[config.mk]
export PLATFORM = sky130hd
export DESIGN_NAME = qctp_core
export DESIGN_NICKNAME = d
export VERILOG_FILES = /design/src/shared/qctp_pkg.sv /design/src/core/qctp_fifo.sv /design/src/core/qctp_core.sv
export SDC_FILE = /design/constraint.sdc
export NUM_CORES = 1
export LEC_CHECK = 0
export ABC_AREA = 1
export BUFFER_PORTS_ARGS = -buffer_cell sky130_fd_sc_hd__buf_4
export CORE_MARGIN = 3
export CORE_UTILIZATION = 65
export DETAILED_ROUTE_END_ITERATION = 16
export PLACE_DENSITY = 0.85
export SETUP_SLACK_MARGIN = 0.5
export SYNTH_ARGS = -nofsm -noshare
export SYNTH_HDL_FRONTEND = slang
export SYNTH_SLANG_ARGS = --single-unit
[constraint.sdc]
create_clock -name REF_CLK -period 12 [get_ports REF_CLK]
set_input_delay 2.4 -clock REF_CLK [delete_from_list [all_inputs] [get_ports REF_CLK]]
set_output_delay 2.4 -clock REF_CLK [all_outputs]
set_load 0.03 [all_outputs]
[src/shared/qctp_pkg.sv]
// Package of constants and types for the queue command and transmit pointer block.
package qctp_pkg;
	localparam logic [7:0]  ADDR_RX_QUEUE_COMMAND_OFS   = 8'h82;
	localparam logic [7:0]  ADDR_TX_FRAME_DATA_POINTER_OFS  = 8'h84;
	localparam logic [7:0]  ADDR_DATA_OFS    = 8'h00;
	localparam logic [7:0]  ADDR_TXQCR_OFS   = 8'h80;
	localparam logic [7:0]  ADDR_ISR_OFS     = 8'h92;
	localparam logic [7:0]  ADDR_BTHR_OFS    = 8'h8E;
	localparam logic [7:0]  ADDR_FTHR_OFS    = 8'h9C;
	localparam int          BIT_BYTE_EN      = 6;
	localparam int          BIT_FRAME_EN     = 5;
	localparam int          BIT_AUTO_DEQ     = 4;
	localparam int          BIT_START_ACC    = 3;
	localparam int          BIT_REL_ERR      = 0;
	localparam int          BIT_BYTE_STS     = 11;
	localparam int          BIT_FRAME_STS    = 10;
	localparam int          BIT_AUTO_INC     = 14;
	localparam int          BIT_ISR_RX       = 13;
	localparam int          BIT_MAN_ENQ      = 0;
	localparam int          PTR_W            = 11;
	localparam logic [15:0] RESET_WORD       = 16'h0000;
	localparam int          FIFO_W           = 32;
	localparam int          FIFO_D           = 16;

	typedef struct packed {
		logic [3:0]  be;
		logic [31:0] data;
	} qctp_word_type;

	typedef struct packed {
		logic        frame_end;
		logic        error_frame;
		logic [15:0] byte_count;
		logic [7:0]  frame_count;
	} qctp_rxstat_type;
endpackage

[src/core/qctp_fifo.sv]
// Parameterised FIFO with valid and ready on both sides.
`timescale 1ns/1ps
module qctp_fifo #(
	parameter int W = 32,
	parameter int D = 16
) (
	input  wire logic         clk,
	input  wire logic         nrst,
	input  wire logic         in_valid,
	output logic              in_ready,
	input  wire logic [W-1:0] in_data,
	output logic              out_valid,
	input  wire logic         out_ready,
	output logic [W-1:0]      out_data
);
	localparam int AW = $clog2(D);
	logic [W-1:0] mem [D];
	logic [AW:0]  wp_r, wp_nxt, rp_r, rp_nxt;
	logic         push, pop;

	assign in_ready  = (wp_r - rp_r) != (AW+1)'(D);
	assign out_valid = wp_r != rp_r;
	assign push      = in_valid && in_ready;
	assign pop       = out_valid && out_ready;

	always_comb begin
		wp_nxt = push ? wp_r + 1'b1 : wp_r;
		rp_nxt = pop ? rp_r + 1'b1 : rp_r;
	end

	always_ff @(posedge clk or negedge nrst) begin
		if (!nrst) begin
			wp_r <= '0;
			rp_r <= '0;
		end else begin
			wp_r <= wp_nxt;
			rp_r <= rp_nxt;
		end
	end

	always_ff @(posedge clk) begin
		if (push) begin
			mem[wp_r[AW-1:0]] <= in_data;
		end
	end

	assign out_data = mem[rp_r[AW-1:0]];
	// The head entry comes from the write register array, kept stable until popped.
endmodule // qctp_fifo

[src/core/qctp_core.sv]
// Queue command register, transmit frame pointer and host bus decode.
`timescale 1ns/1ps
module qctp_core #(
	parameter int W = qctp_pkg::FIFO_W,
	parameter int D = qctp_pkg::FIFO_D
) (
	input  wire logic                      REF_CLK,
	input  wire logic                      NRST,
	input  wire logic                      CSN,
	input  wire logic                      RD_N,
	input  wire logic                      WR_N,
	input  wire logic [7:0]                ADDR,
	input  wire logic [3:0]                BE_N,
	input  wire logic [31:0]               DIN,
	output logic [31:0]                    DOUT,
	output logic                           DOUT_OE,
	input  wire qctp_pkg::qctp_rxstat_type RX_STAT,
	input  wire logic [31:0]               RX_DATA,
	output logic                           RX_READ,
	output logic                           RX_DEQUEUE,
	output logic                           RX_RELEASE,
	input  wire logic                      RX_RELEASED,
	output logic                           RX_INT,
	output logic [1:0]                     RX_STATUS,
	output logic                           TX_VALID,
	input  wire logic                      TX_READY,
	output qctp_pkg::qctp_word_type        TX_WORD,
	output logic [10:0]                    TX_PTR,
	output logic                           TX_ENQUEUE,
	input  wire logic [10:0]               TX_NEXT_FREE,
	output logic                           TX_FULL
);
	// Two-stage synchronisers for the asynchronous host strobes.
	logic [2:0] s1_r, s2_r, s3_r;
	always_ff @(posedge REF_CLK or negedge NRST) begin
		if (!NRST) begin
			s1_r <= 3'h7;
			s2_r <= 3'h7;
			s3_r <= 3'h7;
		end else begin
			s1_r <= {CSN, RD_N, WR_N};
			s2_r <= s1_r;
			s3_r <= s2_r;
		end
	end

	logic cs_act, rd_act, wr_act, rd_pulse, wr_pulse;
	assign cs_act   = !s2_r[2];
	assign rd_act   = cs_act && !s2_r[1];
	assign wr_act   = cs_act && !s2_r[0];
	assign rd_pulse = rd_act && s3_r[1];
	assign wr_pulse = wr_act && s3_r[0];

	////////////////////////////////////////////////////////////////////////////////
	logic [15:0] rx_queue_command_r, rx_queue_command_nxt;
	logic        auto_inc_r, auto_inc_nxt;
	logic [10:0] ptr_r, ptr_nxt;
	logic [15:0] bthr_r, bthr_nxt;
	logic [7:0]  fthr_r, fthr_nxt;
	logic [1:0]  sts_r, sts_nxt;
	logic        int_r, int_nxt;
	logic        enq_r, enq_nxt;
	logic [31:0] dout_r, dout_nxt;
	logic        rel_req_r, rel_req_nxt;
	logic        start_acc;
	logic        reg_sel_q, reg_sel_t, reg_sel_d, reg_sel_i, reg_sel_b, reg_sel_f, reg_sel_c;
	logic [2:0]  step;
	logic        fifo_in_ready;
	qctp_pkg::qctp_word_type fifo_in;
	logic        byte_hit, frame_hit;

	assign start_acc = rx_queue_command_r[qctp_pkg::BIT_START_ACC];
	// During queue access only the command register decodes; others are blocked.
	always_comb begin
		reg_sel_q = ADDR == qctp_pkg::ADDR_RX_QUEUE_COMMAND_OFS;
		reg_sel_t = !start_acc && ADDR == qctp_pkg::ADDR_TX_FRAME_DATA_POINTER_OFS;
		reg_sel_d = !start_acc && ADDR == qctp_pkg::ADDR_DATA_OFS;
		reg_sel_i = !start_acc && ADDR == qctp_pkg::ADDR_ISR_OFS;
		reg_sel_b = !start_acc && ADDR == qctp_pkg::ADDR_BTHR_OFS;
		reg_sel_f = !start_acc && ADDR == qctp_pkg::ADDR_FTHR_OFS;
		reg_sel_c = !start_acc && ADDR == qctp_pkg::ADDR_TXQCR_OFS;
	end

	// Access size from byte enables: one, two or four bytes.
	always_comb begin
		case (~BE_N)
			4'hF:    step = 3'h4;
			4'h3,
			4'hC:    step = 3'h2;
			default: step = 3'h1;
		endcase
	end

	assign byte_hit  = RX_STAT.byte_count > bthr_r;
	assign frame_hit = RX_STAT.frame_count > fthr_r;

	always_comb begin
		rx_queue_command_nxt    = rx_queue_command_r;
		auto_inc_nxt = auto_inc_r;
		ptr_nxt      = ptr_r;
		bthr_nxt     = bthr_r;
		fthr_nxt     = fthr_r;
		sts_nxt      = sts_r;
		int_nxt      = int_r;
		enq_nxt      = 1'b0;
		dout_nxt     = dout_r;
		rel_req_nxt  = 1'b0;
		if ((rx_queue_command_r[qctp_pkg::BIT_BYTE_EN] && byte_hit)
		    || (rx_queue_command_r[qctp_pkg::BIT_FRAME_EN] && frame_hit)) begin
			int_nxt = 1'b1;
		end
		if (RX_RELEASED) begin
			rx_queue_command_nxt[qctp_pkg::BIT_REL_ERR] = 1'b0;
		end
		if (rd_pulse) begin
			if (start_acc) begin
				dout_nxt = RX_DATA;
			end else if (reg_sel_q) begin
				dout_nxt = {16'h0000, 4'h0, sts_r, 3'h0, rx_queue_command_r[6:4], 3'h0,
				            rx_queue_command_r[qctp_pkg::BIT_REL_ERR]};
			end else if (reg_sel_t) begin
				dout_nxt = {17'h00000, auto_inc_r, 3'h0, ptr_r};
			end else if (reg_sel_i) begin
				dout_nxt = {18'h00000, int_r, 13'h0000};
			end else if (reg_sel_b) begin
				dout_nxt = {16'h0000, bthr_r};
			end else if (reg_sel_f) begin
				dout_nxt = {24'h000000, fthr_r};
			end else begin
				dout_nxt = 32'h00000000;
			end
		end
		if (wr_pulse) begin
			if (reg_sel_q) begin
				rx_queue_command_nxt[6:3] = DIN[6:3];
				if (DIN[qctp_pkg::BIT_REL_ERR]) begin
					rx_queue_command_nxt[qctp_pkg::BIT_REL_ERR] = 1'b1;
					rel_req_nxt = 1'b1;
				end
			end else if (start_acc) begin
				if (fifo_in_ready && auto_inc_r) begin
					ptr_nxt = ptr_r + 11'(step);
				end
			end else if (reg_sel_t) begin
				auto_inc_nxt = DIN[qctp_pkg::BIT_AUTO_INC];
			end else if (reg_sel_d) begin
				if (fifo_in_ready && auto_inc_r) begin
					ptr_nxt = ptr_r + 11'(step);
				end
			end else if (reg_sel_i && DIN[qctp_pkg::BIT_ISR_RX]) begin
				sts_nxt = {byte_hit, frame_hit};
				int_nxt = 1'b0;
			end else if (reg_sel_b) begin
				bthr_nxt = DIN[15:0];
			end else if (reg_sel_f) begin
				fthr_nxt = DIN[7:0];
			end else if (reg_sel_c && DIN[qctp_pkg::BIT_MAN_ENQ]) begin
				enq_nxt = 1'b1;
				ptr_nxt = TX_NEXT_FREE;
			end
		end
	end

	always_ff @(posedge REF_CLK or negedge NRST) begin
		if (!NRST) begin
			rx_queue_command_r    <= qctp_pkg::RESET_WORD;
			auto_inc_r <= 1'b0;
			ptr_r      <= '0;
			bthr_r     <= '0;
			fthr_r     <= '0;
			sts_r      <= '0;
			int_r      <= 1'b0;
			enq_r      <= 1'b0;
			dout_r     <= '0;
			rel_req_r  <= 1'b0;
		end else begin
			rx_queue_command_r    <= rx_queue_command_nxt;
			auto_inc_r <= auto_inc_nxt;
			ptr_r      <= ptr_nxt;
			bthr_r     <= bthr_nxt;
			fthr_r     <= fthr_nxt;
			sts_r      <= sts_nxt;
			int_r      <= int_nxt;
			enq_r      <= enq_nxt;
			dout_r     <= dout_nxt;
			rel_req_r  <= rel_req_nxt;
		end
	end

	////////////////////////////////////////////////////////////////////////////////
	// Transmit data path through the FIFO; full refuses the write.
	logic fifo_push;
	assign fifo_push  = wr_pulse && !reg_sel_q && (start_acc || reg_sel_d);
	assign fifo_in.be   = start_acc ? 4'hF : ~BE_N;
	assign fifo_in.data = DIN;

	qctp_fifo #(.W(36), .D(D)) i_qctp_fifo (
		.clk       (REF_CLK),
		.nrst      (NRST),
		.in_valid  (fifo_push),
		.in_ready  (fifo_in_ready),
		.in_data   (fifo_in),
		.out_valid (TX_VALID),
		.out_ready (TX_READY),
		.out_data  (TX_WORD)
	);

	assign RX_READ    = rd_pulse && start_acc;
	assign RX_DEQUEUE = rx_queue_command_r[qctp_pkg::BIT_AUTO_DEQ] && RX_STAT.frame_end;
	assign RX_RELEASE = rel_req_r;
	assign RX_INT     = int_r;
	assign RX_STATUS  = sts_r;
	assign TX_PTR     = ptr_r;
	assign TX_ENQUEUE = enq_r;
	assign TX_FULL    = !fifo_in_ready;
	assign DOUT       = dout_r;
	assign DOUT_OE    = rd_act;

	////////////////////////////////////////////////////////////////////////////////
	property p_ptr_hold;
		@(posedge REF_CLK) disable iff (!NRST)
		(!auto_inc_r && !(wr_pulse && reg_sel_c)) |=> ptr_r == $past(ptr_r);
	endproperty
	a_ptr_hold: assert property (p_ptr_hold) else $error("pointer moved");

	property p_inc;
		@(posedge REF_CLK) disable iff (!NRST)
		(wr_pulse && reg_sel_d && auto_inc_r && fifo_in_ready && step == 3'h4)
		|=> ptr_r == 11'($past(ptr_r) + 11'h004);
	endproperty
	a_inc: assert property (p_inc) else $error("bad increment");

	property p_enq;
		@(posedge REF_CLK) disable iff (!NRST)
		(wr_pulse && reg_sel_c && DIN[0]) |=> (TX_ENQUEUE && ptr_r == $past(TX_NEXT_FREE));
	endproperty
	a_enq: assert property (p_enq) else $error("enqueue fault");

	property p_rel;
		@(posedge REF_CLK) disable iff (!NRST)
		(wr_pulse && reg_sel_q && DIN[0]) |=> (RX_RELEASE && rx_queue_command_r[0]);
	endproperty
	a_rel: assert property (p_rel) else $error("release not issued");

	property p_selfclr;
		@(posedge REF_CLK) disable iff (!NRST)
		(RX_RELEASED && !(wr_pulse && reg_sel_q && DIN[0])) |=> !rx_queue_command_r[0];
	endproperty
	a_selfclr: assert property (p_selfclr) else $error("release stuck");

	property p_block;
		@(posedge REF_CLK) disable iff (!NRST)
		(start_acc && wr_pulse && !reg_sel_q) |=> bthr_r == $past(bthr_r);
	endproperty
	a_block: assert property (p_block) else $error("register not blocked");

	property p_thr;
		@(posedge REF_CLK) disable iff (!NRST)
		(rx_queue_command_r[6] && byte_hit && !(wr_pulse && reg_sel_i && DIN[13])) |=> RX_INT;
	endproperty
	a_thr: assert property (p_thr) else $error("byte threshold missed");

	property p_sts;
		@(posedge REF_CLK) disable iff (!NRST)
		!(wr_pulse && reg_sel_i && DIN[13]) |=> $stable(sts_r);
	endproperty
	a_sts: assert property (p_sts) else $error("status changed");
endmodule // qctp_core

* Word level (Yosys, flattened, before mapping)
Memories as Yosys holds them, arrays and structs flattened.
Index checks and enable logic that the tools add are counted.
** Operators by class
- $add $sub $neg :: 4
- Multiply operators :: 0
- Divide/modulo/power cells :: 0
- Magnitude comparators :: 2
- Equal/unequal tests :: 15
- Shift-type cells :: 0
- Muxes and demuxes :: 41
- Bitwise gates (word level) :: 7
- Reduce and logical (&&, ||, !) cells :: 38
** Operator list (count)
- $mux W11 :: 8
- $mux W16 :: 4
- $eq A8 B8 Y1 const B :: 6
- $mux W32 :: 1
- $mux W1 :: 25
- $logic_and A1 B1 Y1 :: 21
- $gt A16 B16 Y1 :: 1
- $reduce_and A7 Y1 :: 2
- $add A11 B3 Y11 :: 1
- $add A5 B1 Y5 const B :: 2
- $ne A3 B3 Y1 const B :: 3
- $eq A4 B4 Y1 const B :: 2
- $gt A8 B8 Y1 :: 1
- $logic_not A8 Y1 :: 1
- $mux W8 :: 1
- $reduce_and A8 Y1 :: 1
- $logic_not A1 Y1 :: 6
- $not A1 Y1 :: 6
- $pmux W3 S2 :: 1
- $reduce_and A6 Y1 :: 1
- $ne A5 B5 Y1 :: 1
- $ne A5 B5 Y1 const B :: 1
- $sub A5 B5 Y5 :: 1
- $eq A4 B2 Y1 const B :: 1
- 8 further kinds :: 9
** Word-level totals
- Register bits after elaboration :: 96
- Bits in latches :: 0
- RAM bits :: 576
- Memory bits (read-only) :: 0
- Output and inout port bits :: 89
- Word-level logic and storage cells :: 124
- Memories kept :: 1
** Memories
- i_qctp_fifo.mem :: depth 16, width 36, read ports 1, clocked after Yosys merged registers in 0, write ports 1, RTL line qctp_fifo.sv:17 : logic [W-1:0] mem [D];

* Longest topological paths before layout
Gate-level depths: netlist of run 1.
- Depth after elaboration :: 12
- Depth in mapped cells :: 19
- Gate-level depth less buffers :: 19

* Modules after synthesis
From an unflattened synthesis of run 1, not the netlist that was laid out.
** Unflattened totals
- Cell total of the unflattened synthesis :: 2387
- Area total of the unflattened synthesis :: 28140.7 µm²
** Modules (own cells, without submodules)
- qctp_fifo :: times used 1, cells each 1786, area each 23229.8 µm²
- qctp_core :: times used 1, cells each 601, area each 4911.0 µm²

* Worst setup path after synthesis of run 1
No wires, ideal clock.
- Path type :: in2reg
- From :: in ADDR[0]
- To :: mem i_qctp_fifo.mem[0][0], enable pin
- Setup time :: 429 ps
- Arrival time :: 4819 ps
- Data required time :: 11571 ps
- Path slack :: 6752 ps
- Stages on the path :: 9
- Path buffers :: 0
- Cell sequence :: nor2_1 > nand3_1 > nor3_2 > nor2_1 > inv_2 > nand2_2 > nor2_8 > nand2_1 > nor2_1
** Between the ends
- Word-level cells in the longest chain between the ends :: 7
** Ends and longest elaborated chain
- start: declaration :: RTL line qctp_core.sv:12 : input wire logic [7:0] ADDR,
- $eq A8 B8 Y1 / $logic_not A8 Y1 (equally long branches) :: RTL line qctp_core.sv:75, qctp_core.sv:77
- $logic_not A1 Y1 / $logic_and A1 B1 Y1 (equally long branches) :: RTL line qctp_core.sv:193, qctp_core.sv:77
- $logic_and A1 B1 Y1 / $logic_or A1 B1 Y1 (equally long branches) :: RTL line qctp_core.sv:193 : assign fifo_push = wr_pulse && !reg_sel_q && (start_acc || reg_sel_d);
- $logic_and A1 B1 Y1 * :: RTL line qctp_core.sv:193
- $logic_and A1 B1 Y1 * :: RTL line qctp_fifo.sv:23 : assign push = in_valid && in_ready;
- $mux W1 * :: RTL line qctp_fifo.sv:42 : if (push) begin
- $mux W1 (implied by the code) * :: RTL line qctp_fifo.sv:43 : mem[wp_r[AW-1:0]] <= in_data;
- end: declaration :: RTL line qctp_fifo.sv:17
Mark *: on every way between the ends. The rest lies on a longest branch, timed or not.

* Worst setup path after layout of run 1
- From :: reg i_qctp_fifo.rp_r[1]
- To :: out TX_FULL
** Between the ends
- Word-level cells in the longest chain between the ends :: 3
** Ends and longest elaborated chain
- start: declaration :: RTL line qctp_fifo.sv:18 : logic [AW:0] wp_r, wp_nxt, rp_r, rp_nxt;
- start signal: assignment :: RTL line qctp_fifo.sv:37 : rp_r <= rp_nxt;
- $sub A5 B5 Y5 :: RTL line qctp_fifo.sv:21 : assign in_ready = (wp_r - rp_r) != (AW+1)'(D);
- $ne A5 B5 Y1 :: RTL line qctp_fifo.sv:21
- $logic_not A1 Y1 :: RTL line qctp_core.sv:215 : assign TX_FULL = !fifo_in_ready;
- end: declaration :: RTL line qctp_core.sv:31 : output logic TX_FULL
No other way between the ends.

==> impl_metrics.py, run 1 <==
metrics = {
    "drt": {
        "wl_per_cell_um": 23.5,
        "drtIter0Drc": 2448,
        "vias_per_cell": 6.40,
        "detail-route-antenna-nets": 0,
        "drtPass1Iterations": 5,
        "drt_wl_total_um": 71800,
        "vias": 19500,
        "drc": 0,
    },
    "placement": {
        "dpl.hpwl_um": 38700,
        "dp_cells": 2934,
        "portBuffers": 207,
        "gp_congestion": 0.935,
    },
    "timing": {
        "period_needed_ns": 6.97,
        "hold_violations": 0,
        "fmaxAchievable_mhz": 144,
        "drv_slew": 0,
        "layout_worst_path_cycle_share_pct": 58.1,
        "worst_slew_pin_slew_ns": 1.18,
        "finalHoldWorstSlack_ns": 0.355,
        "grt_setup_unrepaired": "no",
        "setup_viol": 0,
        "slew_headroom_pct": 21.3,
        "setup_tns_ns": 0,
        "skew_ns": 0.0207,
    },
    "setup_path": {
        "slowest_delay_ns": 0.92,
        "critPathKind": "reg -> out",
        "regToRegStartpoint": "i_qctp_fifo.rp_r[1]",
        "cp_data_required_time_ns": 9.60,
        "cp_cell_sequence": "clkinv_2 -> buf_4 -> ha_1 -> a21oi_1 -> nand2_1 -> nand2_1 -> nand3_1 -> nor2_2 -> buf_4",
        "crit_end": "TX_FULL",
        "startpoint": "i_qctp_fifo.rp_r[1]",
        "critPathMaxFanout": 87,
        "path_depth": 9,
        "cp_slowest_cell": "clkinv_2",
        "endpoint_kind": "output pin",
        "crit_buf_inv": 3,
        "r2r-end": "i_qctp_fifo.mem[9][35]",
        "reg2reg_depth": 14,
        "r2r_slack_ns": 6.46,
        "crit_family": "buffers and inverters",
        "cp.arrival_ns": 4.57,
        "cp-start-kind": "register",
    },
    "power_and_ir_drop": {
        "cellPowerDensity_nw_per_um2": 213,
        "finalPower_mw": 6.79,
        "ir_drop_mv": 0.151,
        "p_leak_nw": 11.6,
    },
    "global_route": {
        "grt_pass1_wl_um": 108000,
        "globalRouteTotalUtil_pct": 31.6,
        "antenna_found_initial": 2,
        "grt_pass1_vias": 19200,
        "grt_max_degree": 116,
        "overflow": 0,
    },
    "floorplan": {
        "dieArea_um2": 45300,
        "dieHeight_um": 213,
        "initial_core_util_pct": 66.0,
        "rows": 75,
        "fp.coreArea_um2": 42100,
        "die_x_um": 213,
        "io_pins": 209,
    },
    "clock_network": {
        "cts_setup_buffers": 0,
        "cts_hold_buf": 0,
        "htreeDepth": 3,
        "cts.sinks": 672,
        "tritoncts": "yes",
        "cts_repair_resize_count": 0,
        "clock_latency_ns": 0.60,
        "clkSlewWorstSetupHoldPaths_ns": 0.06,
        "cts_inserted_buffers": 67,
        "clk_path_buf_depth": 3,
        "root_buffer": "clkbuf_16",
    },
    "synthesis": {
        "syn-instance-count": 2292,
        "synthDistinctLibCells": 49,
        "synth_area_leaders": "edfxtp_1, dfrtp_1, o21ai_0",
        "yosysMostFrequentCell": "edfxtp_1",
        "synthArstFlopShare_pct": 14.3,
        "synth_top_flop_cell": "edfxtp_1",
        "synth.cell_area_um2": 27800,
        "synth_seq_area_share_pct": 70.9,
        "synthTopCellsByCount": "edfxtp_1, nor2_1, o21ai_0",
        "yosysWarnings": 0,
        "avgSynthCellArea_um2": 12.1,
        "yosysTopAreaCell": "edfxtp_1",
        "synth_top_area_share_pct": 62.2,
        "syn_nets": 2449,
        "synth_edf_count": 576,
        "synth-seq-cells": 672,
    },
    "job": {
        "drv_cap": 0,
    },
    "worst_hold_path": {
        "holdCritPathClass": "reg -> reg",
    },
    "finish": {
        "utilization_pct": 75.6,
        "drive_gt1_share_pct": 15.5,
        "seqCellArea_um2": 19700,
        "fillers": 2514,
        "finalNetCount": 2621,
        "syn_to_final_growth_pct": 14.6,
        "stdcell_count": 3053,
        "multiInputGateArea_um2": 7250,
    },
    "outcome": {
        "status": "complete, no violations",
    },
}
-- cell families after synthesis --
| family | after synthesis | synth area share [%] |
|---|---|---|
| fa+ha+maj | 37 | 1.69 |
| xor+xnor | 12 | 0.378 |
| buf+inv | 227 | 3.50 |
| compound gates | 582 | 12.2 |
| mux | 1 | 0.0360 |
| simple gates | 761 | 11.3 |
| flops | 672 | 70.9 |
-- where the power goes --
| part | internal, mW | leakage (nW) | total, mW | switching [mW] |
|---|---|---|---|---|
| Sequential | 2.55 | 6.40 | 2.64 | 0.0855 |
| Combinational | 0.646 | 4.14 | 2.14 | 1.49 |
| Clock | 1.14 | 1.02 | 2.01 | 0.873 |
-- state kept, by name, summed over array words and instances (netlist names) --
| signal | count |
|---|---|
| s2_r | 3 |
| RX_RELEASE | 1 |
| TX_PTR | 11 |
| bthr_r | 16 |
| i_qctp_fifo.wp_r | 5 |
| RX_STATUS | 2 |
| RX_INT | 1 |
| s3_r | 2 |
| DOUT | 32 |
| fthr_r | 8 |
| i_qctp_fifo.mem | 576 |
| auto_inc_r | 1 |
| TX_ENQUEUE | 1 |
| s1_r | 3 |
| i_qctp_fifo.rp_r | 5 |
| rx_queue_command_r | 5 |
-- how the worst min path moves through the flow --
stage | from | end | slack, ns | depth (start not counted)
floorplan | s1_r[0] | s2_r[0] | 0.35 | 0
global placement | s1_r[1] | s2_r[1] | 0.35 | 0
detailed placement | s1_r[2] | s2_r[2] | 0.35 | 0
CTS | s1_r[2] | s2_r[2] | 0.36 | 0
global route | s1_r[2] | s2_r[2] | 0.36 | 0
finish | s1_r[1] | s2_r[1] | 0.35 | 0
-- cells in the final DEF, fill, tap and decap left out, types with 3 or more instances in the layout --
cell	count
inv_2	11
nor2_4	19
inv_1	82
nor3_1	3
clkinv_2	11
a22o_1	19
o21a_1	3
nand4_1	7
ha_1	36
o21bai_1	4
dfstp_2	8
o221ai_1	55
nand2_1	269
clkbuf_1	18
o22ai_1	92
xor2_1	11
edfxtp_1	576
clkbuf_8	5
o211ai_1	19
inv_6	5
o21ai_1	25
a21oi_1	34
nand2_2	5
buf_4	235
clkbuf_16	69
o21ai_0	321
nand2_4	3
clkinv_1	7
dfrtp_1	85
nor2_1	347
nand3_1	95
-- stage by stage --
step	setup WS (ns)	instance area, um2
finish	5.03	31900
CTS	5.14	31800
detailed placement	5.75	29800
global route	4.82	31900
floorplan	6.75	27800
global placement	5.77	29800
-- cell type report --
class	count	share of cell area, %
Antenna cell	1	0.00786
Clock buffer	92	5.85
Clock inverter	26	0.680
Inverter	95	1.14
Multi-Input combinational cell	1393	22.8
Sequential cell	672	61.9
Tap cell	539	2.12
Timing Repair Buffer	235	5.54
-- layer usage --
metal  up-vias  part of all wire (%)  GRT usage (%)
met2      1367                    48           50.9
met4         0                   4.2           14.5
li1       8663                     -              -
met3       226                    12           6.94
met5         -                     0              0
met1      9281                    36           41.8
Note: power is estimated with default switching activity, not from simulation.
==> inputs of run 2 (changes only) <==
- CORE_UTILIZATION: 65 -> 60
- PLACE_DENSITY: 0.85 -> 0.8
- clock period: 12 -> 7.1 ns (I/O delays scaled with it)
==> run 2 against run 1 <==
Core utilization decreased by 5.5 points; first-iteration DRC count down 4.7%; count of clock-buffer cells in the layout fell by 8; register-to-register slack lost 4.0 ns; sequential share of layout area shrank 0.20 points; total power up 68%; non-clock buffer count unchanged; clock skew about the same; largest cell class unchanged; largest power group unchanged.
==> impl_metrics.py, run 2 (synthesis gave the netlist of run 1 again) <==
metrics = {
    "global_route": {
        "antenna_found_initial": 0,
        "overflow": 0,
        "met3_usage_pct": 5.59,
        "grt_most_used_layer": "met2",
        "grt_max_degree": 237,
        "grt_use_met2_pct": 46.5,
        "grt_util_met1_pct": 38.0,
        "globalRouteTotalUtil_pct": 28.6,
        "grt_pass1_vias": 19400,
        "grt_pass1_wl_um": 109000,
    },
    "setup_path": {
        "endpoint_kind": "output pin",
        "r2r_slack_ns": 2.51,
        "critPathMaxFanout": 83,
        "cp-start-kind": "register",
        "cp_data_required_time_ns": 5.68,
        "critPathKind": "reg -> out",
        "cp.arrival_ns": 4.11,
    },
    "finish": {
        "drive_gt1_share_pct": 15.6,
        "layout_commonest_cell": "edfxtp_1",
        "design_area_um2": 32000,
        "final_cell_mix": "edfxtp_1, nor2_1, o21ai_0",
        "syn_to_final_growth_pct": 14.9,
        "finalNetCount": 2622,
        "antennaDiodeCount": 0,
        "largest_reg_flops": 576,
        "utilization_pct": 70.1,
    },
    "power_and_ir_drop": {
        "switching_share_pct": 35.6,
        "cellPowerDensity_nw_per_um2": 358,
        "internal_power_mw": 7.36,
        "p_leak_nw": 11.6,
        "p_clk_share_pct": 29.5,
        "p_comb_share_pct": 31.3,
        "ir_drop_mv": 0.315,
        "p_switching_mw": 4.07,
        "p_seq_share_pct": 39.2,
    },
    "clock_network": {
        "htreeDepth": 3,
        "cts.sinks": 672,
        "clock_latency_ns": 0.58,
        "clk_path_buf_depth": 3,
        "cts_setup_buffers": 0,
        "cts_hold_buf": 0,
        "root_buffer": "clkbuf_16",
        "cts_inserted_buffers": 68,
        "clkSlewWorstSetupHoldPaths_ns": 0.06,
        "cts_repair_resize_count": 0,
        "tritoncts": "yes",
    },
    "floorplan": {
        "initial_core_util_pct": 61.0,
        "fp.coreArea_um2": 45600,
        "dieArea_um2": 49000,
        "die_x_um": 221,
        "rows": 78,
        "dieHeight_um": 221,
        "io_pins": 209,
    },
    "drt": {
        "drtPass1Iterations": 6,
        "vias_per_cell": 6.22,
        "drtIter0Drc": 2334,
        "detail-route-antenna-nets": 0,
        "wl_per_cell_um": 22.8,
        "drt_wl_total_um": 71100,
        "vias": 19400,
        "drc": 0,
    },
    "timing": {
        "slew_headroom_pct": 21.9,
        "grt_setup_unrepaired": "no",
        "hold_violations": 0,
        "period_needed_ns": 5.53,
        "setup_viol": 0,
        "drv_slew": 0,
        "fmaxAchievable_mhz": 181,
        "worst_slew_pin_slew_ns": 1.17,
        "layout_worst_path_cycle_share_pct": 77.9,
        "setup_tns_ns": 0,
        "skew_ns": 0.0203,
    },
    "placement": {
        "dpl.hpwl_um": 39800,
        "gp_congestion": 0.908,
        "portBuffers": 207,
        "place_area_um2": 29900,
    },
    "outcome": {
        "status": "complete, no violations",
    },
    "worst_hold_path": {
        "holdCritPathClass": "reg -> reg",
    },
    "job": {
        "drv_cap": 0,
    },
}
## run 2: cell types whose count changed in the layout (fill, tap and decap cells not counted), moves of 3 or more
cell / previous run / this run
clkbuf_1: 18 / 11
clkinv_1: 7 / 13
clkinv_2: 11 / 14
clkinvlp_4: 0 / 3
inv_6: 5 / 2
## run 2: power groups by stage
stage | combinational [mW] | clock (mW) | sequential [mW]
6_report | 3.58 | 3.37 | 4.48
5_1_grt | 3.86 | 3.56 | 4.49
4_1_cts | 3.56 | 3.41 | 4.48
3_5_place_dp | 3.52 | 0 | 4.56
3_3_place_gp | 3.40 | 0 | 4.56
2_1_floorplan | 2.48 | 0 | 4.43
## run 2: critical path: stages, from the launching register on
cell,delay [ns]
dfrtp_4,0.84
clkinv_2,0.14
buf_4,0.69
buf_4,0.74
o21ai_0,0.31
o22ai_1,0.24
o211ai_1,0.15
nand3_1,0.18
buf_4,0.19
## run 2: path summary, 6_finish.rpt
kind	cells past startpoint	end	start
setup / recovery	8	TX_WORD[17]	i_qctp_fifo.rp_r[1]
hold / removal	0	s2_r[1]	s1_r[1]
setup reg to reg	13	i_qctp_fifo.mem[14][6]	i_qctp_fifo.rp_r[0]
hold reg to reg	0	s2_r[1]	s1_r[1]
max in group asynchronous	2	i_qctp_fifo.rp_r[0]	NRST
min in group asynchronous	1	fthr_r[2]	NRST
## run 2: layout make-up
class	instances	area, um2
repair buffers	235	1790
flip-flops and latches	672	19700
fillers	3012	13600
well taps	600	751
clock buffers	84	1830
inverters	95	363
multi-input cells	1393	7250
clock inverters	33	248
## run 2: metal layers
metal / vias to the layer above / share of wire [%]
li1: 8650 / -
met1: 9375 / 38
met2: 1125 / 49
met3: 216 / 9.6
met4: 0 / 3.9
met5: - / 0
## run 2: through the flow
step / setup WS, ns / total power, mW / hold WS, ns / instances
2_1_floorplan: 2.83 / 6.91 / 0.345 / 2292
3_3_place_gp: 2.28 / 7.96 / 0.346 / 2995
3_5_place_dp: 2.24 / 8.08 / 0.347 / 2995
4_1_cts: 1.58 / 11.4 / 0.357 / 3112
5_1_grt: 1.40 / 11.9 / 0.360 / 3112
6_report: 1.57 / 11.4 / 0.355 / 3112
==> inputs of run 3 (changes only) <==
- clock period: 7.1 -> 5.28 ns (I/O delays scaled with it)
==> run 3 against run 2 <==
Highest routed layer unchanged; design area is 0.88% higher; largest cell class unchanged; die area stayed put; sequential power up 33%; cell count grew 0.42%; critical path type unchanged; clock power rose by 38%; wire length up 0.52%; worst hold slack better by 0.00052 ns; clock skew grew 0.0038 ns; via count shrank 0.37%.
==> impl_metrics.py, run 3 (synthesis gave the netlist of run 1 again) <==
metrics = {
    "outcome": {
        "status": "complete, no violations",
    },
    "drt": {
        "drc": 0,
        "vias_per_cell": 6.17,
        "drtIter0Drc": 2108,
        "vias": 19300,
        "detail-route-antenna-nets": 0,
        "drtPass1Iterations": 6,
        "wl_per_cell_um": 22.9,
        "drt_wl_total_um": 71400,
    },
    "power_and_ir_drop": {
        "finalPower_mw": 15.5,
        "cellPowerDensity_nw_per_um2": 482,
        "ir_drop_mv": 0.771,
        "p_leak_nw": 11.7,
    },
    "global_route": {
        "overflow": 0,
        "globalRouteTotalUtil_pct": 28.7,
        "grt_pass1_vias": 19300,
        "grt_max_degree": 221,
        "antenna_found_initial": 4,
        "met3_usage_pct": 5.72,
        "grt_util_met1_pct": 37.2,
        "grt_most_used_layer": "met2",
        "grt_use_met2_pct": 47.5,
        "grt_pass1_wl_um": 109000,
    },
    "timing": {
        "period_needed_ns": 4.18,
        "fmaxAchievable_mhz": 239,
        "finalHoldWorstSlack_ns": 0.356,
        "skew_ns": 0.0240,
        "worst_slew_pin_slew_ns": 1.09,
        "slew_headroom_pct": 27.4,
        "layout_worst_path_cycle_share_pct": 79.3,
        "grt_setup_unrepaired": "no",
        "setup_viol": 0,
        "setup_tns_ns": 0,
        "drv_slew": 0,
        "hold_violations": 0,
    },
    "clock_network": {
        "cts_hold_buf": 0,
        "tritoncts": "yes",
        "root_buffer": "clkbuf_16",
        "clock_latency_ns": 0.59,
        "cts_repair_resize_count": 0,
        "cts_inserted_buffers": 66,
        "htreeDepth": 3,
        "cts_setup_buffers": 0,
        "clkSlewWorstSetupHoldPaths_ns": 0.06,
        "cts.sinks": 672,
        "clk_path_buf_depth": 3,
    },
    "placement": {
        "dpl.hpwl_um": 40900,
        "dp_cells": 3004,
        "gp_congestion": 0.908,
        "portBuffers": 207,
        "place_area_um2": 30100,
    },
    "setup_path": {
        "critPathMaxFanout": 59,
        "cp_data_required_time_ns": 4.22,
        "critPathKind": "reg -> out",
        "cp.arrival_ns": 3.13,
        "endpoint_kind": "output pin",
        "cp-start-kind": "register",
    },
    "finish": {
        "finalNetCount": 2629,
        "final_cell_mix": "edfxtp_1, nor2_1, o21ai_0",
        "drive_gt1_share_pct": 15.7,
        "design_area_um2": 32200,
        "layout_commonest_cell": "edfxtp_1",
        "stdcell_count": 3125,
        "largest_reg_flops": 576,
        "syn_to_final_growth_pct": 15.9,
    },
    "floorplan": {
        "io_pins": 209,
        "initial_core_util_pct": 61.0,
        "die_x_um": 221,
        "fp.coreArea_um2": 45600,
        "dieHeight_um": 221,
        "rows": 78,
        "dieArea_um2": 49000,
    },
    "worst_hold_path": {
        "holdCritPathClass": "reg -> reg",
    },
    "job": {
        "drv_cap": 0,
    },
}
## run 3: layer usage
| metal | part of all wire [%] | wire length (um) |
|---|---|---|
| met1 | 38 | 26800 |
| met2 | 49 | 35200 |
| met3 | 9.5 | 6790 |
| met4 | 3.7 | 2650 |
| met5 | 0 | 0 |
## run 3: critical path: stages, from the launching register on
cell and delay (ns):
dfrtp_4 0.85, buf_4 0.66, o21ai_0 0.19, o221ai_1 0.25, o211ai_1 0.13, nand3_1 0.22
buf_4 0.20
## run 3: where the power goes
group,internal (mW),switching [mW],leakage (nW)
combinational,1.52,3.41,4.23
clock,2.73,1.92,1.03
sequential,5.81,0.154,6.40
## run 3: per-stage QoR
| stage | utilization (%) | setup WS [ns] |
|---|---|---|
| 6_report | 70.7 | 1.10 |
| 5_1_grt | 70.7 | 0.959 |
| 4_1_cts | 70.7 | 1.06 |
| 3_5_place_dp | 66.0 | 1.07 |
| 3_3_place_gp | 66.0 | 1.23 |
| 2_1_floorplan | - | 1.21 |
## run 3: worst paths after layout
kind                                           from                     end  slack, ns  cells past startpoint
worst max register to register  i_qctp_fifo.rp_r[1]  i_qctp_fifo.mem[9][17]       1.41                     12
worst min register to register              s1_r[2]                 s2_r[2]       0.36                      0
worst min-delay path                        s1_r[2]                 s2_r[2]       0.36                      0
min in group asynchronous                      NRST              bthr_r[15]       0.55                      1
max in group asynchronous                      NRST     i_qctp_fifo.rp_r[0]       3.63                      2
worst max-delay path            i_qctp_fifo.rp_r[1]              TX_WORD[9]       1.10                      6
## run 3: final cells by class
cell class,count,area [um2]
Antenna cell,4,10.0
Clock buffer,94,1880
Tap cell,600,751
Multi-Input combinational cell,1393,7250
Clock inverter,23,254
Sequential cell,672,19700
Timing Repair Buffer,244,2010
Fill cell,2974,13300
Inverter,95,363
